**config.mk**
```make
export PLATFORM = sky130hd
export DESIGN_NAME = usb_global_irq_addr_ep_index
export DESIGN_NICKNAME = d
export VERILOG_FILES = /design/src/rtl/usb_gia_pkg.sv /design/src/rtl/usb_global_irq_addr_ep_index.sv /design/src/rtl/usb_idle_timer.sv
export SDC_FILE = /design/constraint.sdc
export NUM_CORES = 1
export LEC_CHECK = 0
export BUFFER_PORTS_ARGS = -buffer_cell sky130_fd_sc_hd__buf_2
export CELL_PAD_IN_SITES_DETAIL_PLACEMENT = 1
export CELL_PAD_IN_SITES_GLOBAL_PLACEMENT = 1
export CORE_UTILIZATION = 45
export DETAILED_ROUTE_END_ITERATION = 8
export PLACE_DENSITY_LB_ADDON = 0.08
export SYNTH_ARGS = -nofsm -noshare
export SYNTH_HDL_FRONTEND = slang
export SYNTH_SLANG_ARGS = --single-unit
```
**constraint.sdc**
```tcl
create_clock -name ref_clk_i -period 5.3 [get_ports ref_clk_i]
set_input_delay 1.06 -clock ref_clk_i [delete_from_list [all_inputs] [get_ports ref_clk_i]]
set_output_delay 1.06 -clock ref_clk_i [all_outputs]
set_load 0.01 [all_outputs]
```
**src/rtl/usb_gia_pkg.sv**
```systemverilog
package usb_gia_pkg;
   localparam logic [7:0] IRQ_ENABLE_ADDR = 8'hbe;
   localparam logic [7:0] FUNC_ADDR_ADDR = 8'hc6;
   localparam logic [7:0] EP_INDEX_ADDR = 8'hc7;
   localparam logic [7:0] IRQ_ENABLE_RESET = 8'h10;
   localparam logic [7:0] FUNC_ADDR_RESET = 8'h80;
   localparam logic [7:0] EP_INDEX_RESET = 8'h00;
   localparam logic [7:0] IRQ_ENABLE_MASK = 8'h39;
   localparam logic [7:0] EP_INDEX_MASK = 8'h0f;
   localparam int WAKE_BIT = 5;
   localparam int EOR_BIT = 4;
   localparam int SOF_BIT = 3;
   localparam int SUSPEND_BIT = 0;
   localparam int FILTER_BIT = 7;
   localparam int SUSPEND_TIME_MS = 3;
   localparam int CLK_KHZ = 40000;
   localparam int SUSPEND_CYCLES = SUSPEND_TIME_MS * CLK_KHZ;
endpackage

```
**src/rtl/usb_global_irq_addr_ep_index.sv**
```systemverilog
`timescale 1ns/1ps
// Functional notes
// - Wake enable bit 5 gates wake flag onto the USB interrupt.
// - End-of-reset enable bit 4 gates its flag; register resets to 10h.
// - Frame-start enable bit 3 gates the frame-start flag.
// - Suspend enable bit 0 gates the suspend flag.
// - Enable bits 7-6, 2, 1 read zero; firmware writes no ones.
// - Address bit 7 enables address filtering; register resets to 80h.
// - Address field bits 6-0 zero after reset and on USB bus reset.
// - Suspend flag sets after bus idle three frame periods.
// - Wake flag sets on non-idle bus while suspended.
// - Address-valid clear means respond to address zero.
// - Endpoint index field selects endpoint for indexed registers.
module usb_global_irq_addr_ep_index #(
   parameter int SUSPEND_CYCLES = usb_gia_pkg::SUSPEND_CYCLES
) (
   input wire logic ref_clk_i,
   input wire logic srst_i,
   input wire logic [7:0] sfr_addr_i,
   input wire logic sfr_wr_i,
   input wire logic sfr_rd_i,
   input wire logic [7:0] sfr_wdata_i,
   output logic [7:0] sfr_rdata_o,
   input wire logic bus_idle_i,
   input wire logic bus_reset_i,
   input wire logic end_of_reset_i,
   input wire logic frame_start_i,
   input wire logic address_valid_bit_i,
   input wire logic [3:0] flag_clear_i,
   output logic usb_irq_o,
   output logic wake_flag_o,
   output logic suspend_flag_o,
   output logic address_filter_enable_o,
   output logic [6:0] match_address_o,
   output logic [3:0] endpoint_index_field_o
);
   logic [7:0] usb_global_irq_enable;
   logic [7:0] usb_function_address;
   logic [7:0] usb_endpoint_index;
   logic [1:0] idle_sync;
   logic [1:0] rst_sync;
   logic idle_s;
   logic rst_s;
   logic idle_expired;
   logic eor_flag;
   logic sof_flag;
   logic next_irq;

   if (SUSPEND_CYCLES < 2) begin : g_limit_check
      $error("SUSPEND_CYCLES too small");
   end

   // Bus pins come from the transceiver domain
   always_ff @(posedge ref_clk_i) begin
      if (srst_i) begin
         idle_sync <= 2'b00;
         rst_sync <= 2'b00;
      end else begin
         // Only the second stage feeds logic
         idle_sync <= {idle_sync[0], bus_idle_i};
         rst_sync <= {rst_sync[0], bus_reset_i};
      end
   end
   assign idle_s = idle_sync[1];
   assign rst_s = rst_sync[1];

   usb_idle_timer #(
      .LIMIT(SUSPEND_CYCLES)
   ) u_idle (
      .ref_clk_i(ref_clk_i),
      .srst_i(srst_i),
      .idle_i(idle_s),
      .expired_o(idle_expired)
   );

   always_ff @(posedge ref_clk_i) begin
      if (srst_i) begin
         usb_global_irq_enable <= usb_gia_pkg::IRQ_ENABLE_RESET;
      end else if (sfr_wr_i && sfr_addr_i == usb_gia_pkg::IRQ_ENABLE_ADDR) begin
         usb_global_irq_enable <= sfr_wdata_i & usb_gia_pkg::IRQ_ENABLE_MASK;
      end
   end

   always_ff @(posedge ref_clk_i) begin
      if (srst_i) begin
         usb_function_address <= usb_gia_pkg::FUNC_ADDR_RESET;
      end else if (rst_s) begin
         usb_function_address[6:0] <= 7'h00;
      end else if (sfr_wr_i && sfr_addr_i == usb_gia_pkg::FUNC_ADDR_ADDR) begin
         usb_function_address <= sfr_wdata_i;
      end
   end

   always_ff @(posedge ref_clk_i) begin
      if (srst_i) begin
         usb_endpoint_index <= usb_gia_pkg::EP_INDEX_RESET;
      end else if (sfr_wr_i && sfr_addr_i == usb_gia_pkg::EP_INDEX_ADDR) begin
         usb_endpoint_index <= sfr_wdata_i & usb_gia_pkg::EP_INDEX_MASK;
      end
   end

   // Event flags: set wins over a simultaneous clear
   always_ff @(posedge ref_clk_i) begin
      if (srst_i) begin
         wake_flag_o <= 1'b0;
         suspend_flag_o <= 1'b0;
         eor_flag <= 1'b0;
         sof_flag <= 1'b0;
      end else begin
         if (suspend_flag_o && !idle_s) begin
            wake_flag_o <= 1'b1;
         end else if (flag_clear_i[3]) begin
            wake_flag_o <= 1'b0;
         end
         if (idle_expired) begin
            suspend_flag_o <= 1'b1;
         end else if (flag_clear_i[0]) begin
            suspend_flag_o <= 1'b0;
         end
         if (end_of_reset_i) begin
            eor_flag <= 1'b1;
         end else if (flag_clear_i[2]) begin
            eor_flag <= 1'b0;
         end
         if (frame_start_i) begin
            sof_flag <= 1'b1;
         end else if (flag_clear_i[1]) begin
            sof_flag <= 1'b0;
         end
      end
   end

   always_comb begin
      next_irq = (wake_flag_o && usb_global_irq_enable[usb_gia_pkg::WAKE_BIT])
         || (eor_flag && usb_global_irq_enable[usb_gia_pkg::EOR_BIT])
         || (sof_flag && usb_global_irq_enable[usb_gia_pkg::SOF_BIT])
         || (suspend_flag_o && usb_global_irq_enable[usb_gia_pkg::SUSPEND_BIT]);
   end

   always_ff @(posedge ref_clk_i) begin
      if (srst_i) begin
         usb_irq_o <= 1'b0;
         address_filter_enable_o <= 1'b1;
         match_address_o <= 7'h00;
         endpoint_index_field_o <= 4'h0;
      end else begin
         usb_irq_o <= next_irq;
         address_filter_enable_o <= usb_function_address[usb_gia_pkg::FILTER_BIT];
         // Default address until firmware marks the new one valid
         match_address_o <= address_valid_bit_i ? usb_function_address[6:0] : 7'h00;
         endpoint_index_field_o <= usb_endpoint_index[3:0];
      end
   end

   always_ff @(posedge ref_clk_i) begin
      if (srst_i) begin
         sfr_rdata_o <= 8'h00;
      end else if (sfr_rd_i) begin
         case (sfr_addr_i)
            usb_gia_pkg::IRQ_ENABLE_ADDR: begin
               sfr_rdata_o <= usb_global_irq_enable;
            end
            usb_gia_pkg::FUNC_ADDR_ADDR: begin
               sfr_rdata_o <= usb_function_address;
            end
            usb_gia_pkg::EP_INDEX_ADDR: begin
               sfr_rdata_o <= usb_endpoint_index;
            end
            default: begin
               sfr_rdata_o <= 8'h00;
            end
         endcase
      end
   end
endmodule

```
**src/rtl/usb_idle_timer.sv**
```systemverilog
`timescale 1ns/1ps
// Counts idle cycles; pulses once when the limit is reached
module usb_idle_timer #(
   parameter int LIMIT = 120000
) (
   input wire logic ref_clk_i,
   input wire logic srst_i,
   input wire logic idle_i,
   output logic expired_o
);
   logic [31:0] count;

   if (LIMIT < 2) begin : g_limit_check
      $error("LIMIT too small");
   end

   always_ff @(posedge ref_clk_i) begin
      if (srst_i || !idle_i) begin
         count <= 32'h0000_0000;
         expired_o <= 1'b0;
      end else if (count == 32'(LIMIT - 1)) begin
         count <= count + 32'h0000_0001;
         expired_o <= 1'b1;
      end else begin
         expired_o <= 1'b0;
         if (count < 32'(LIMIT)) begin
            count <= count + 32'h0000_0001;
         end
      end
   end
endmodule

```
==> impl.org, run 1 <==
** Routing
- Detailed-route vias per instance :: 5.342
- DRC Markers :: 0
- The routed design has 6645 um of wire.
- The first routing iteration left 107 violations.
- For this run, the detailed router's first-pass iteration total came to 4.
- Residual antenna-violating net count after detailed routing :: 0
- Detailed routing inserted a total of 2356 vias.
- Wire length per cell after detailed routing :: 15.07 um

** Logic synthesis
- Sequential area share after synthesis :: 53.24%
- Gate Count Post-Synth :: 311
- Flops & latches, synth :: 78
- Synth area leader :: dfxtp_1
- Yosys warning count :: 0
- Leading cell type by number of instances after synthesis :: dfxtp_1
- Synthesized area divided by synthesized cell count :: 9.430 um2
- Counting flops with an async set or reset pin after synthesis yields a share of 0%.
- Synthesized netlist net count :: 341
- The synthesized netlist contains 40 unique library cells.
- Primary FF master, synth :: dfxtp_1
- Leading cell types by count after synthesis :: dfxtp_1 (78), nor2_1 (31), and2_1 (24), nand2_1 (19), a21oi_1 (18)
- Fraction of synthesized cell area taken by the top area cell type :: 53.24%
- Counting flops with a built-in enable in the synthesized netlist gives 0.
- Cells taking the most area after synthesis :: dfxtp_1 (53%), and2_1 (5.1%), mux2i_1 (4.4%), nor2_1 (4.0%), a21oi_1 (3.1%)
- Cell area after technology mapping :: 2933 um2

** Floorplan
- In this run the standard cell core region covers 6314 um2.
- In this run the horizontal extent of the chip is 82.73 um.
- I/O pin total :: 52
- Core Rows :: 29
- The initial utilization of the core area, before any placement, comes to 46.45%.
- Floorplan die height :: 82.73 um
- The floorplan step defined a die boundary enclosing 6844 um2.

** GRT
- In the global route stage, overall resource usage came out at 20.65%.
- First-pass GRT wire length :: 10490 um
- Sum of overflow across all layers after global routing :: 0
- The number of antenna violations at the first check in global routing came to 0.
- Via count of the first global-routing pass :: 2201
- Maximum number of pins on one net before global-route repair :: 36

** Power
- Leakage Power :: 1.375 nW
- IR analysis of the VDD net gives a maximum drop of 0.1917 mV.
- Power spread over the standard cell area amounts to 306.1 nW/um2.

** Hold path
- The worst hold path belongs to the class reg2reg.

** Setup path
- Worst-path cell with the longest stage delay :: or4b_1
- Arrival time at the worst endpoint :: 2900 ps
- Required time worst endpoint :: 5550 ps
- The worst setup path is launched from an input pin.
- Ordered cell list for the critical path :: buf_2 > or4b_1 > nor2_2 > and2_1 > a21boi_0 > a311o_1
- The worst setup path is captured at a register.
- Of all nets on the critical path, the largest fanout is 9.
- By startpoint and endpoint, the worst setup path is classified as in2reg.
- The largest single stage delay on the critical path is 630 ps.

** Clock tree
- The H-tree generated during clock tree synthesis spans 3 levels.
- Clock latency at the later pin of the worst-skew pair :: 350 ps
- After clock tree synthesis, the setup repair step added 0 buffers.
- Post-CTS repair changed the size of 0 cells.
- TritonCTS clock tree :: yes
- Num CTS Buffers :: 9
- Counting every sink on the clock net gives 78.
- Clock slew seen by the registers of the worst setup and hold paths :: 90 ps
- The number of hold buffers added after CTS was 0.
- The clock passes through at most 2 buffers.
- CTS placed an instance of clkbuf_8 at the clock tree root.

** Layout
- The repair_antennas step left the layout with diodes totalling 0.
- Total number of nets in the final design :: 389
- Of the cells placed in the final design, the portion with a size suffix greater than 1 is 20.88%.
- Number of standard cells in the layout, taps in and fillers out :: 441
- Final design utilization :: 54.20%
- The area growth from synthesis to layout is 16.68%.

** Placed design
- Dpl ws :: 2265 ps
- Final weighted congestion in routability-driven placement :: 0.7700
- After legalization and detailed placement, the total HPWL measured 4632 um.
- The count of buffers added on input and output ports is 51.
- In this run, placement finished with an instance count of 425.

** STA
- For the pin with the worst max-slew slack, the measured transition is 609.8 ps.
- Setup slack after layout :: 2646 ps
- Timing would allow up to 0.3769 GHz.
- The final critical path takes up 50.07% of the cycle.
- # setup viols final :: 0
- The final number of hold-violating endpoints was 0.
- Slew Limit Fails :: 0
- The tightest hold path in the finished design has a slack of 450.4 ps.
- In the final timing run, aggregate negative setup slack is 0 ps.
- Final period demand of the worst path :: 2654 ps
- The worst pin sits at a relative slew slack of 59.35%.
- RSZ-0062 raised after global routing :: no
- Clock skew after layout :: 9.491 ps

** Job
- Max-Cap Viols :: 0

** Run status
- The flow ran to the end, and the final reports show no timing, DRC or antenna violations.
## critical path, delay by kind of cell
family                 cells  cell delay [ps]
AOI/OAI and AO/OA          2              480
buffers and inverters      1              110
and+or+nand+nor            3             1240
## final timing paths
path | cells past startpoint | slack (ps) | endpoint | from
max reg2reg | 6 | 3230 | u_idle.count[5]$_SDFFE_PP0P_ | u_idle.count[24]$_SDFFE_PP0P_
min reg2reg | 1 | 450 | idle_sync[1]$_SDFF_PP0_ | idle_sync[0]$_SDFF_PP0_
max | 6 | 2650 | usb_function_address[7]$_SDFFE_PP1P_ | sfr_addr_i[4]
min | 1 | 450 | idle_sync[1]$_SDFF_PP0_ | idle_sync[0]$_SDFF_PP0_
## cells by family (layout without fill, tap and decap cells)
| kind of cell | Yosys count | count (layout) | synth area share (%) |
|---|---|---|---|
| AO/OA/AOI/OAI | 53 | 53 | 11.78 |
| AND/OR/NAND/NOR | 139 | 139 | 25.64 |
| flip-flops | 78 | 78 | 53.24 |
| buffers and inverters | 24 | 77 | 3.413 |
| XOR/XNOR | 1 | 1 | 0.2987 |
| multiplexers | 15 | 15 | 5.205 |
| adder cells (fa/ha/maj) | 1 | 1 | 0.4266 |
## area by class of cell
class	instances	area, um2
multi-input combinational	209	1271
tap	77	96.34
timing repair buffer	53	270.3
clock buffer	11	151.4
inverter	8	30.03
sequential	78	1562
clock inverter	5	41.29
fill	764	2892
## routing by layer
metal / routed length [um] / up-vias / global-route usage [%]
met2: 3054 / 38 / 31.64
met1: 3239 / 1119 / 27.57
met5: 0 / - / 0
met4: 76 / 0 / 6.552
li1: - / 1190 / -
met3: 275 / 9 / 6.374
## state kept, by name, indices dropped and copies added (netlist names), 2 cells and up
| register | flops |
|---|---|
| endpoint_index_field_o | 4 |
| idle_sync | 2 |
| match_address_o | 7 |
| rst_sync | 2 |
| sfr_rdata_o | 8 |
| u_idle.count | 32 |
| usb_endpoint_index | 4 |
| usb_function_address | 8 |
| usb_global_irq_enable | 4 |
## power by group
group | switching, mW | internal (mW)
Clock | 0.227 | 0.199
Combinational | 0.0187 | 0.0131
Sequential | 0.00158 | 0.589
Total | 0.247 | 0.801
## stage by stage
stage	instance area (um2)	power, mW
after global routing	3422	1.083
after CTS	3422	1.060
after floorplan	2933	0.6197
final	3422	1.047
after global placement	3229	0.6352
after detailed placement	3229	0.6360
## cells in the final DEF, fill, tap and decap left out, types with 4 or more instances in the layout
| cell type | instances |
|---|---|
| nand3_1 | 12 |
| or3_1 | 7 |
| a22oi_1 | 8 |
| and2_1 | 24 |
| nand4_1 | 5 |
| inv_1 | 8 |
| dfxtp_1 | 78 |
| nor3_1 | 5 |
| o21ai_0 | 8 |
| mux2i_1 | 13 |
| nor2_1 | 31 |
| nand2_1 | 19 |
| a21oi_1 | 18 |
| nor4_1 | 4 |
| clkbuf_8 | 11 |
| or4_1 | 8 |
| o211ai_1 | 4 |
| nor2b_1 | 10 |
| buf_2 | 51 |
| a2bb2oi_1 | 4 |
Power figures use the tool's default switching activity.
==> run 2, diff against run 1 <==
- ABC_AREA: unset -> 1
- CORE_UTILIZATION: 45 -> 37
- clock period: 5.3 -> 2.4 ns (I/O delays scaled with it)
==> impl.org, run 2 <==
** STA
- Slew Limit Fails :: 0 (unchanged)
- The number of setup violations in the final report was 0 (unchanged).
- RSZ-0062 raised after global routing :: no
- Clock skew after layout :: 11.78 ps (+2.289 ps)
- The final number of hold-violating endpoints is 0 (unchanged).
- The worst hold slack after final layout came to 343.7 ps (-106.7 ps).
- The total negative slack was 0 ps (unchanged).
- After layout, the worst path uses 72.72% of the clock period.
- Relative slew margins :: 61.42% (+2.1 points)
- The transition time at the pin with the least slew margin was 577.9 ps (-31.89 ps).
- Final period demand of the worst path :: 1745 ps
- Highest attainable clock frequency :: 0.5730 GHz

** GRT
- First-pass GRT wire length :: 14110 um (+35%)
- The maximum number of pins on one net before global-route repair is 29 (-19%).
- Via count of the first global-routing pass :: 2979 (+35%)
- The total routing usage reported by global routing was 18.77% (-1.9 points).
- Sum of overflow across all layers after global routing :: 0 (unchanged)
- Antenna violations before repair :: 0 (unchanged)

** Power
- Leakage Power :: 1.532 nW (+11%)
- Combinational share of power :: 3.7% (+0.7 points)
- Final Total Pwr :: 2.250 mW (+110%)
- Design internal power :: 1.701 mW (+110%)
- The ratio of total power to cell area was 590.2 nW/um2 (+93%).
- The clock power share is 38.4% (-2.2 points).
- Maximum ir drop on the vdd rail :: 0.2756 mV (+44%)
- The net switching power of the design is 0.5492 mW (+120%).
- The sequential share of power is 57.9% (+1.6 points).
- Fraction of power spent switching nets :: 24.41% (+0.83 points)

** Layout
- The count of filler cells inserted in the layout is 1118 (+46%).
- The multi-input gate area in the final layout was 1450 um2 (+14%).
- Share of cells above drive strength 1 :: 21.37% (+0.49 points)
- Area added between synthesis and finish :: 15.02%
- Flip-flop and latch area :: 1562 um2 (unchanged)
- The library cell used most frequently in the layout, excluding fill and tap cells, is dfxtp_1.
- Total number of nets in the final design :: 522 (+34%)
- In the final layout, the registers with the most flip-flops are u_idle.count x32, sfr_rdata_o x8, usb_function_address x8.
- The core utilization of the finished layout is 43.93% (-10 points).
- Counting flops per register, the top entry is u_idle.count.
- Antenna cell count :: 0 (unchanged)
- Max reg flops :: 32 (unchanged)
- Commonest cells after routing, fill and taps aside :: dfxtp_1 (78), nand2_1 (73), nor2_1 (69)

** Setup path
- STA classifies the critical path endpoint as a register.
- Required time worst endpoint :: 2670 ps (-2880 ps)
- By startpoint and endpoint, the worst setup path is classified as reg2reg.
- Crit-path max FO :: 11 (+2)
- Startpoint type of the worst setup path :: register
- The data arrival time of the critical path was 2020 ps (-880 ps).

** Routing
- The count of vias placed by the detailed router was 2938 (+25%).
- Detail Route met2 WL :: 4108 um (+35%)
- The via count normalized by instance count is 4.864 (-9.0%).
- The final antenna-violating net count came to 0 (unchanged).
- Wire length per cell after detailed routing :: 13.63 um (-9.5%)
- Highest Signal Layer :: met4
- The violation count after the first detailed-route iteration came to 47 (-56%).
- The wire length on met3 is 234 um (-15%).
- Routed Wire Length :: 8233 um (+24%)
- The routed metal-1 wire length is 3738 um (+15%).
- The final routed DRC violation total was 0 (unchanged).
- Drt first pass iters :: 4 (unchanged)

** Logic synthesis
- Fraction of synthesized cell area taken by the top area cell type :: 47.11% (-6.1 points)
- The post-synthesis net count came to 469 (+38%).
- Summed over all instances, the cell type with the most area after synthesis is dfxtp_1.
- The part of the Yosys area used for sequential elements came to 47.11% (-6.1 points).
- The number of distinct library cells after synthesis came to 30 (-25%).
- Primary FF master, synth :: dfxtp_1
- Leading cell type by number of instances after synthesis :: dfxtp_1
- Gate Count Post-Synth :: 439 (+41%)
- The number of synthesized register bits came to 78 (unchanged).
- Proportion of register bits with asynchronous set or reset after synthesis :: 0% (unchanged)
- The total standard cell area after synthesis was 3314 um2 (+13%).
- In the synthesized netlist, the cells that appear most often are dfxtp_1 (78), nand2_1 (73), nor2_1 (69), inv_1 (56), nand3_1 (43).
- The count of flip-flops with a built-in enable after synthesis was 0 (unchanged).
- In the post-synthesis netlist, the biggest area contributors are dfxtp_1 (47%), nand2_1 (8.3%), nor2_1 (7.8%), nand3_1 (6.5%), inv_1 (6.3%).
- Synthesized area divided by synthesized cell count :: 7.550 um2 (-20%)
- The number of warnings printed during yosys synthesis is 0 (unchanged).

** Floorplan
- The die area is 9340 um2 (+36%).
- The initial core utilization is 38.19% (-8.3 points).
- Core area :: 8678 um2 (+37%)
- The row count was 34 (+17%).
- The overall die width was 96.65 um (+17%).
- The y dimension of the die was 96.65 um (+17%).
- I/O pin total :: 52 (unchanged)

** Clock tree
- Num CTS Buffers :: 9 (unchanged)
- Post-CTS Hold Fix Bufs :: 0 (unchanged)
- Clock latency at the later pin of the worst-skew pair :: 350 ps (about the same)
- TritonCTS clock tree :: yes
- Sink count of the clock tree :: 78 (unchanged)
- Cell at the root of the clock tree :: clkbuf_8
- H-tree lvl count :: 3 (unchanged)
- The post-CTS repair timing setup buffer count was 0 (unchanged).
- Post-cts repair resize count :: 0 (unchanged)
- Deepest clock path buffer count :: 2 (unchanged)
- Clock slew seen by the registers of the worst setup and hold paths :: 80 ps (about the same)

** Placed design
- The count of port buffers added during placement came to 51 (unchanged).
- The detailed-placement wirelength estimate came to 6225 um (+34%).
- The final estimated routing congestion in global placement is 0.8705 (+13%).

** Run status
- Outcome :: finished, final reports clean

** Hold path
- The worst hold path belongs to the class in2reg.

** Job
- Max-Cap Viols :: 0 (unchanged)
run 2: changes by cell type after synthesis, sizes merged, moves of 19 or more:
cell | previous run | this run
a21oi | 18 | 37
and2 | 24 | 1
inv | 8 | 60
nand2 | 19 | 85
nand3 | 12 | 45
nor2 | 32 | 74
run 2: stage by stage:
stage          worst slack [ps]  std cells  instance area, um2
2_1_floorplan             973.3        439                3314
3_3_place_gp              664.2        589                3650
3_5_place_dp              621.1        589                3650
4_1_cts                   595.4        604                3812
5_1_grt                   402.8        604                3812
6_report                  654.7        604                3812
run 2: logic make-up after synthesis:
| kind of cell | synth area share (%) |
|---|---|
| flops | 47.11 |
| buf+inv | 9.135 |
| simple gates | 30.39 |
| compound gates | 10.61 |
| xor+xnor | 2.378 |
| fa+ha+maj | 0.3774 |
run 2: power groups by stage:
stage	logic (mW)	registers, mW	clock network, mW
after floorplan	0.0396	1.33	0
after global placement	0.0825	1.33	0
after detailed placement	0.0846	1.33	0
after CTS	0.0851	1.30	0.896
after global routing	0.0937	1.30	0.948
final	0.0835	1.30	0.863
run 2: path summary, 6_finish.rpt:
path | from | endpoint | slack (ps) | cells after the start
max | u_idle.count[27]$_SDFFE_PP0P_ | u_idle.count[6]$_SDFFE_PP0P_ | 650 | 8
min reg2reg | rst_sync[0]$_SDFF_PP0_ | rst_sync[1]$_SDFF_PP0_ | 420 | 2
max reg2reg | u_idle.count[27]$_SDFFE_PP0P_ | u_idle.count[6]$_SDFFE_PP0P_ | 650 | 8
min | bus_reset_i | rst_sync[0]$_SDFF_PP0_ | 340 | 3
run 2: critical path, cell delays in order (launching register included):
cell     delay (ps)
dfxtp_1         300
inv_1            60
nand2_1          50
nor2_1          110
nand3_1         140
nor2_2          450
buf_4           290
nand3_1         120
a21oi_2         150
run 2: cell type report:
class | count | share of cell area (%)
Clock buffer | 10 | 3.348
Clock inverter | 5 | 0.9189
Inverter | 60 | 5.907
Multi-Input combinational cell | 289 | 38.04
Sequential cell | 78 | 40.96
Tap cell | 108 | 3.544
Timing Repair Buffer | 54 | 7.286
run 2: per-layer routing:
| layer | track usage [%] | vias to the layer above |
|---|---|---|
| li1 | - | 1500 |
| met1 | 23.30 | 1381 |
| met2 | 31.96 | 43 |
| met3 | 3.107 | 14 |
| met4 | 8.152 | 0 |
| met5 | 0 | - |
==> run 3, diff against run 2 <==
- ABC_AREA: 1 -> 0
- clock period: 2.4 -> 1.5 ns (I/O delays scaled with it)
==> impl.org, run 3 (synthesis results as in run 1) <==
** Layout
- Register bank with the most flops :: u_idle.count
- Commonest cells after routing, fill and taps aside :: dfxtp_1 (70), buf_2 (51), buf_4 (40)
- Leaving out fill and tap cells, the most frequent cell in the layout is dfxtp_1.
- Compared with the post-synthesis result, the final layout area differs by 35.84%.
- Flip-flop and latch area :: 1572 um2 (+0.64%)
- The multi-input gate area in the final layout is 1399 um2 (-3.5%).
- The number of standard cells in the final layout excluding fillers was 508 (-16%).
- The antenna cell count came to 0 (unchanged).
- The layout cell share with drive strength beyond 1 was 35.71% (+14 points).
- The number of nets in the final layout was 431 (-17%).
- Largest regs :: u_idle.count x32, sfr_rdata_o x8, usb_function_address x8
- The flip-flop count of the largest register, all copies and words added was 32 (unchanged).
- Number of fill cells in the layout :: 905 (-19%)

** STA
- RSZ-0062 raised after global routing :: yes
- The max-slew violation total from the final report is 0 (unchanged).
- Hold slack final :: 155.5 ps (-188.2 ps)
- The transition time at the pin with the least slew margin came to 382.0 ps (-196.0 ps).
- The final worst-path cycle share came to 120.2% (+47 points).
- The worst-case setup margin in the final layout came to -303.0 ps (-957.7 ps).
- Final period demand of the worst path :: 1803 ps (+57.69 ps)
- The number of setup violations in the final report came to 17 (+17).
- Highest attainable clock frequency :: 0.5546 GHz (-3.2%)
- Number of endpoints with negative hold slack in the final report :: 0 (unchanged)
- Clock skew after layout :: 9.519 ps (-2.261 ps)
- Relative slew margins :: 74.51% (+13 points)

** Floorplan
- Die ar. :: 8286 um2 (-11%)
- The total I/O pin count is 52 (unchanged).
- The y dimension of the die came to 91.03 um (-5.8%).
- The overall die width was 91.03 um (-5.8%).
- Initial cell density of the core :: 38.15% (-0.041 points)
- Core area :: 7687 um2 (-11%)
- The row count came to 32 (-5.9%).

** Setup path
- Required time worst endpoint :: 1780 ps (-890 ps)
- The maximum fanout along the worst path came to 26 (+15).
- Startpoint type of the worst setup path :: register
- The critical path's largest stage delay is 410 ps (-40 ps).
- Worst Path Class, Setup :: reg2reg
- The data arrival time of the critical path is 2090 ps (+70 ps).
- Worst-path cell with the longest stage delay :: or4_4
- The worst setup path is captured at a register.
- Critical path's top delay family :: compound AO/OA/AOI/OAI gates
- Buffering stage count on the worst path with inverters included :: 1 (-1)
- Ordered cell list for the critical path :: a211o_1 > a211oi_2 > o21bai_4 > buf_12 > or4_4 > a21oi_2

** Routing
- Routed Wire Length :: 7650 um (-7.1%)
- Detailed-route vias per instance :: 5.002 (+2.8%)
- DRC Markers :: 0 (unchanged)
- Residual antenna-violating net count after detailed routing :: 0 (unchanged)
- Via count :: 2541 (-14%)
- The number of optimization iterations in the first detailed-route pass was 4 (unchanged).
- The violation count after the first detailed-route iteration came to 46 (-2.1%).
- Wire length per cell after detailed routing :: 15.06 um (+10%)

** Clock tree
- Deepest clock path buffer count :: 2 (unchanged)
- The clock transition time at the flip-flop clock pins of the worst setup and hold paths is 90 ps (about the same).
- The clock insertion delay at the later pin of the skew report was 350 ps (about the same).
- Cell at the root of the clock tree :: clkbuf_8
- Sink count of the clock tree :: 78 (unchanged)
- TritonCTS clock tree :: yes
- Post-CTS Hold Fix Bufs :: 0 (unchanged)
- H-tree lvl count :: 3 (unchanged)
- Num CTS Buffers :: 9 (unchanged)

** GRT
- Maximum number of pins on one net before global-route repair :: 27 (-6.9%)
- The first-pass GRT wire length was 12650 um (-10%).
- The number of antenna violations at the first check in global routing came to 0 (unchanged).
- Sum of overflow across all layers after global routing :: 0 (unchanged)
- Via count of the first global-routing pass :: 2622 (-12%)
- Overall track demand over capacity in global routing :: 19.32% (+0.55 points)

** Placed design
- The count of port buffers added during placement is 51 (unchanged).
- The number of cells after detailed placement came to 492 (-16%).
- Placed wire-length estimate after detailed placement :: 5573 um (-10%)
- Final weighted congestion in routability-driven placement :: 0.7294 (-16%)

** Run status
- The flow ran to the end, but the final reports show violations.
- The final reports fail on setup timing.

** Job
- The number of max-capacitance violations reported came to 0 (unchanged).

** Power
- The total leakage power was 1.654 nW (+8.0%).
- Maximum ir drop on the vdd rail :: 0.5595 mV (+100%)
- Power density cells :: 1012 nW/um2 (+71%)

** Hold path
- Hold WC Path Type :: in2reg
[run 3: cell types whose count changed in the layout (fill, tap and decap cells not counted), moves of 8 or more]
cell     delta
dfxtp_1     -8
nor2_1     -38
buf_4      +37
and2_1     +23
mux2i_1    +13
nand3_1    -31
nand2_2    -10
a22oi_1     +8
dfxtp_2     +8
a21oi_1    -15
nor2b_1    +10
nand2_1    -54
inv_1      -48
[run 3: metrics by stage]
step	utilization, %	setup TNS (ps)	area (um2)	setup WS (ps)	power [mW]
after floorplan	-	-2145	2979	-262.6	2.193
after global placement	47.33	-6425	3638	-277.7	2.279
after detailed placement	47.33	-7759	3638	-348.1	2.282
after CTS	51.32	-3097	3945	-294.4	4.079
after global routing	51.82	-4968	3984	-384.9	4.187
final	51.82	-3358	3984	-303.0	4.032
[run 3: worst paths after layout]
| check | startpoint | end | slack, ps | cells after the start |
|---|---|---|---|---|
| max | u_idle.count[6]$_SDFFE_PP0P_ | u_idle.count[5]$_SDFFE_PP0P_ | -300 | 6 |
| min reg2reg | idle_sync[0]$_SDFF_PP0_ | idle_sync[1]$_SDFF_PP0_ | 450 | 1 |
| min | end_of_reset_i | eor_flag$_SDFFE_PP0P_ | 160 | 3 |
| max reg2reg | u_idle.count[6]$_SDFFE_PP0P_ | u_idle.count[5]$_SDFFE_PP0P_ | -300 | 6 |
[run 3: metal layers]
layer / up-vias / GRT usage (%) / routed length (um)
li1: 1262 / - / -
met1: 1233 / 25.46 / 3740
met2: 39 / 31.76 / 3610
met3: 7 / 3.183 / 208
met4: 0 / 7.143 / 91
met5: - / 0 / 0
[run 3: final cells by class]
cell class	count	share of cell area, %
flip-flops and latches	78	39.45
multi-input cells	209	35.11
repair buffers	95	15.73
well taps	102	3.204
clock buffers	9	3.109
clock inverters	7	2.638
inverters	8	0.7538
[run 3: repair_timing]
| item | in CTS | in global routing |
|---|---|---|
| pin swaps | 6 | 7 |
| resized for setup | 18 | 10 |
| setup buffers | 1 | 1 |
| setup endpoints to repair | 18 | 18 |
[run 3: power by group]
part | internal (mW) | switching [mW] | total (mW)
combinational | 0.0698 | 0.0770 | 0.147
sequential | 2.08 | 0.00542 | 2.09
clock | 0.963 | 0.836 | 1.80
[run 3: worst min-delay path: cells and delay by family]
kind | cells | cell delay, ps
buffers and inverters | 1 | 70
AND/OR/NAND/NOR | 1 | 60
AO/OA/AOI/OAI | 1 | 30
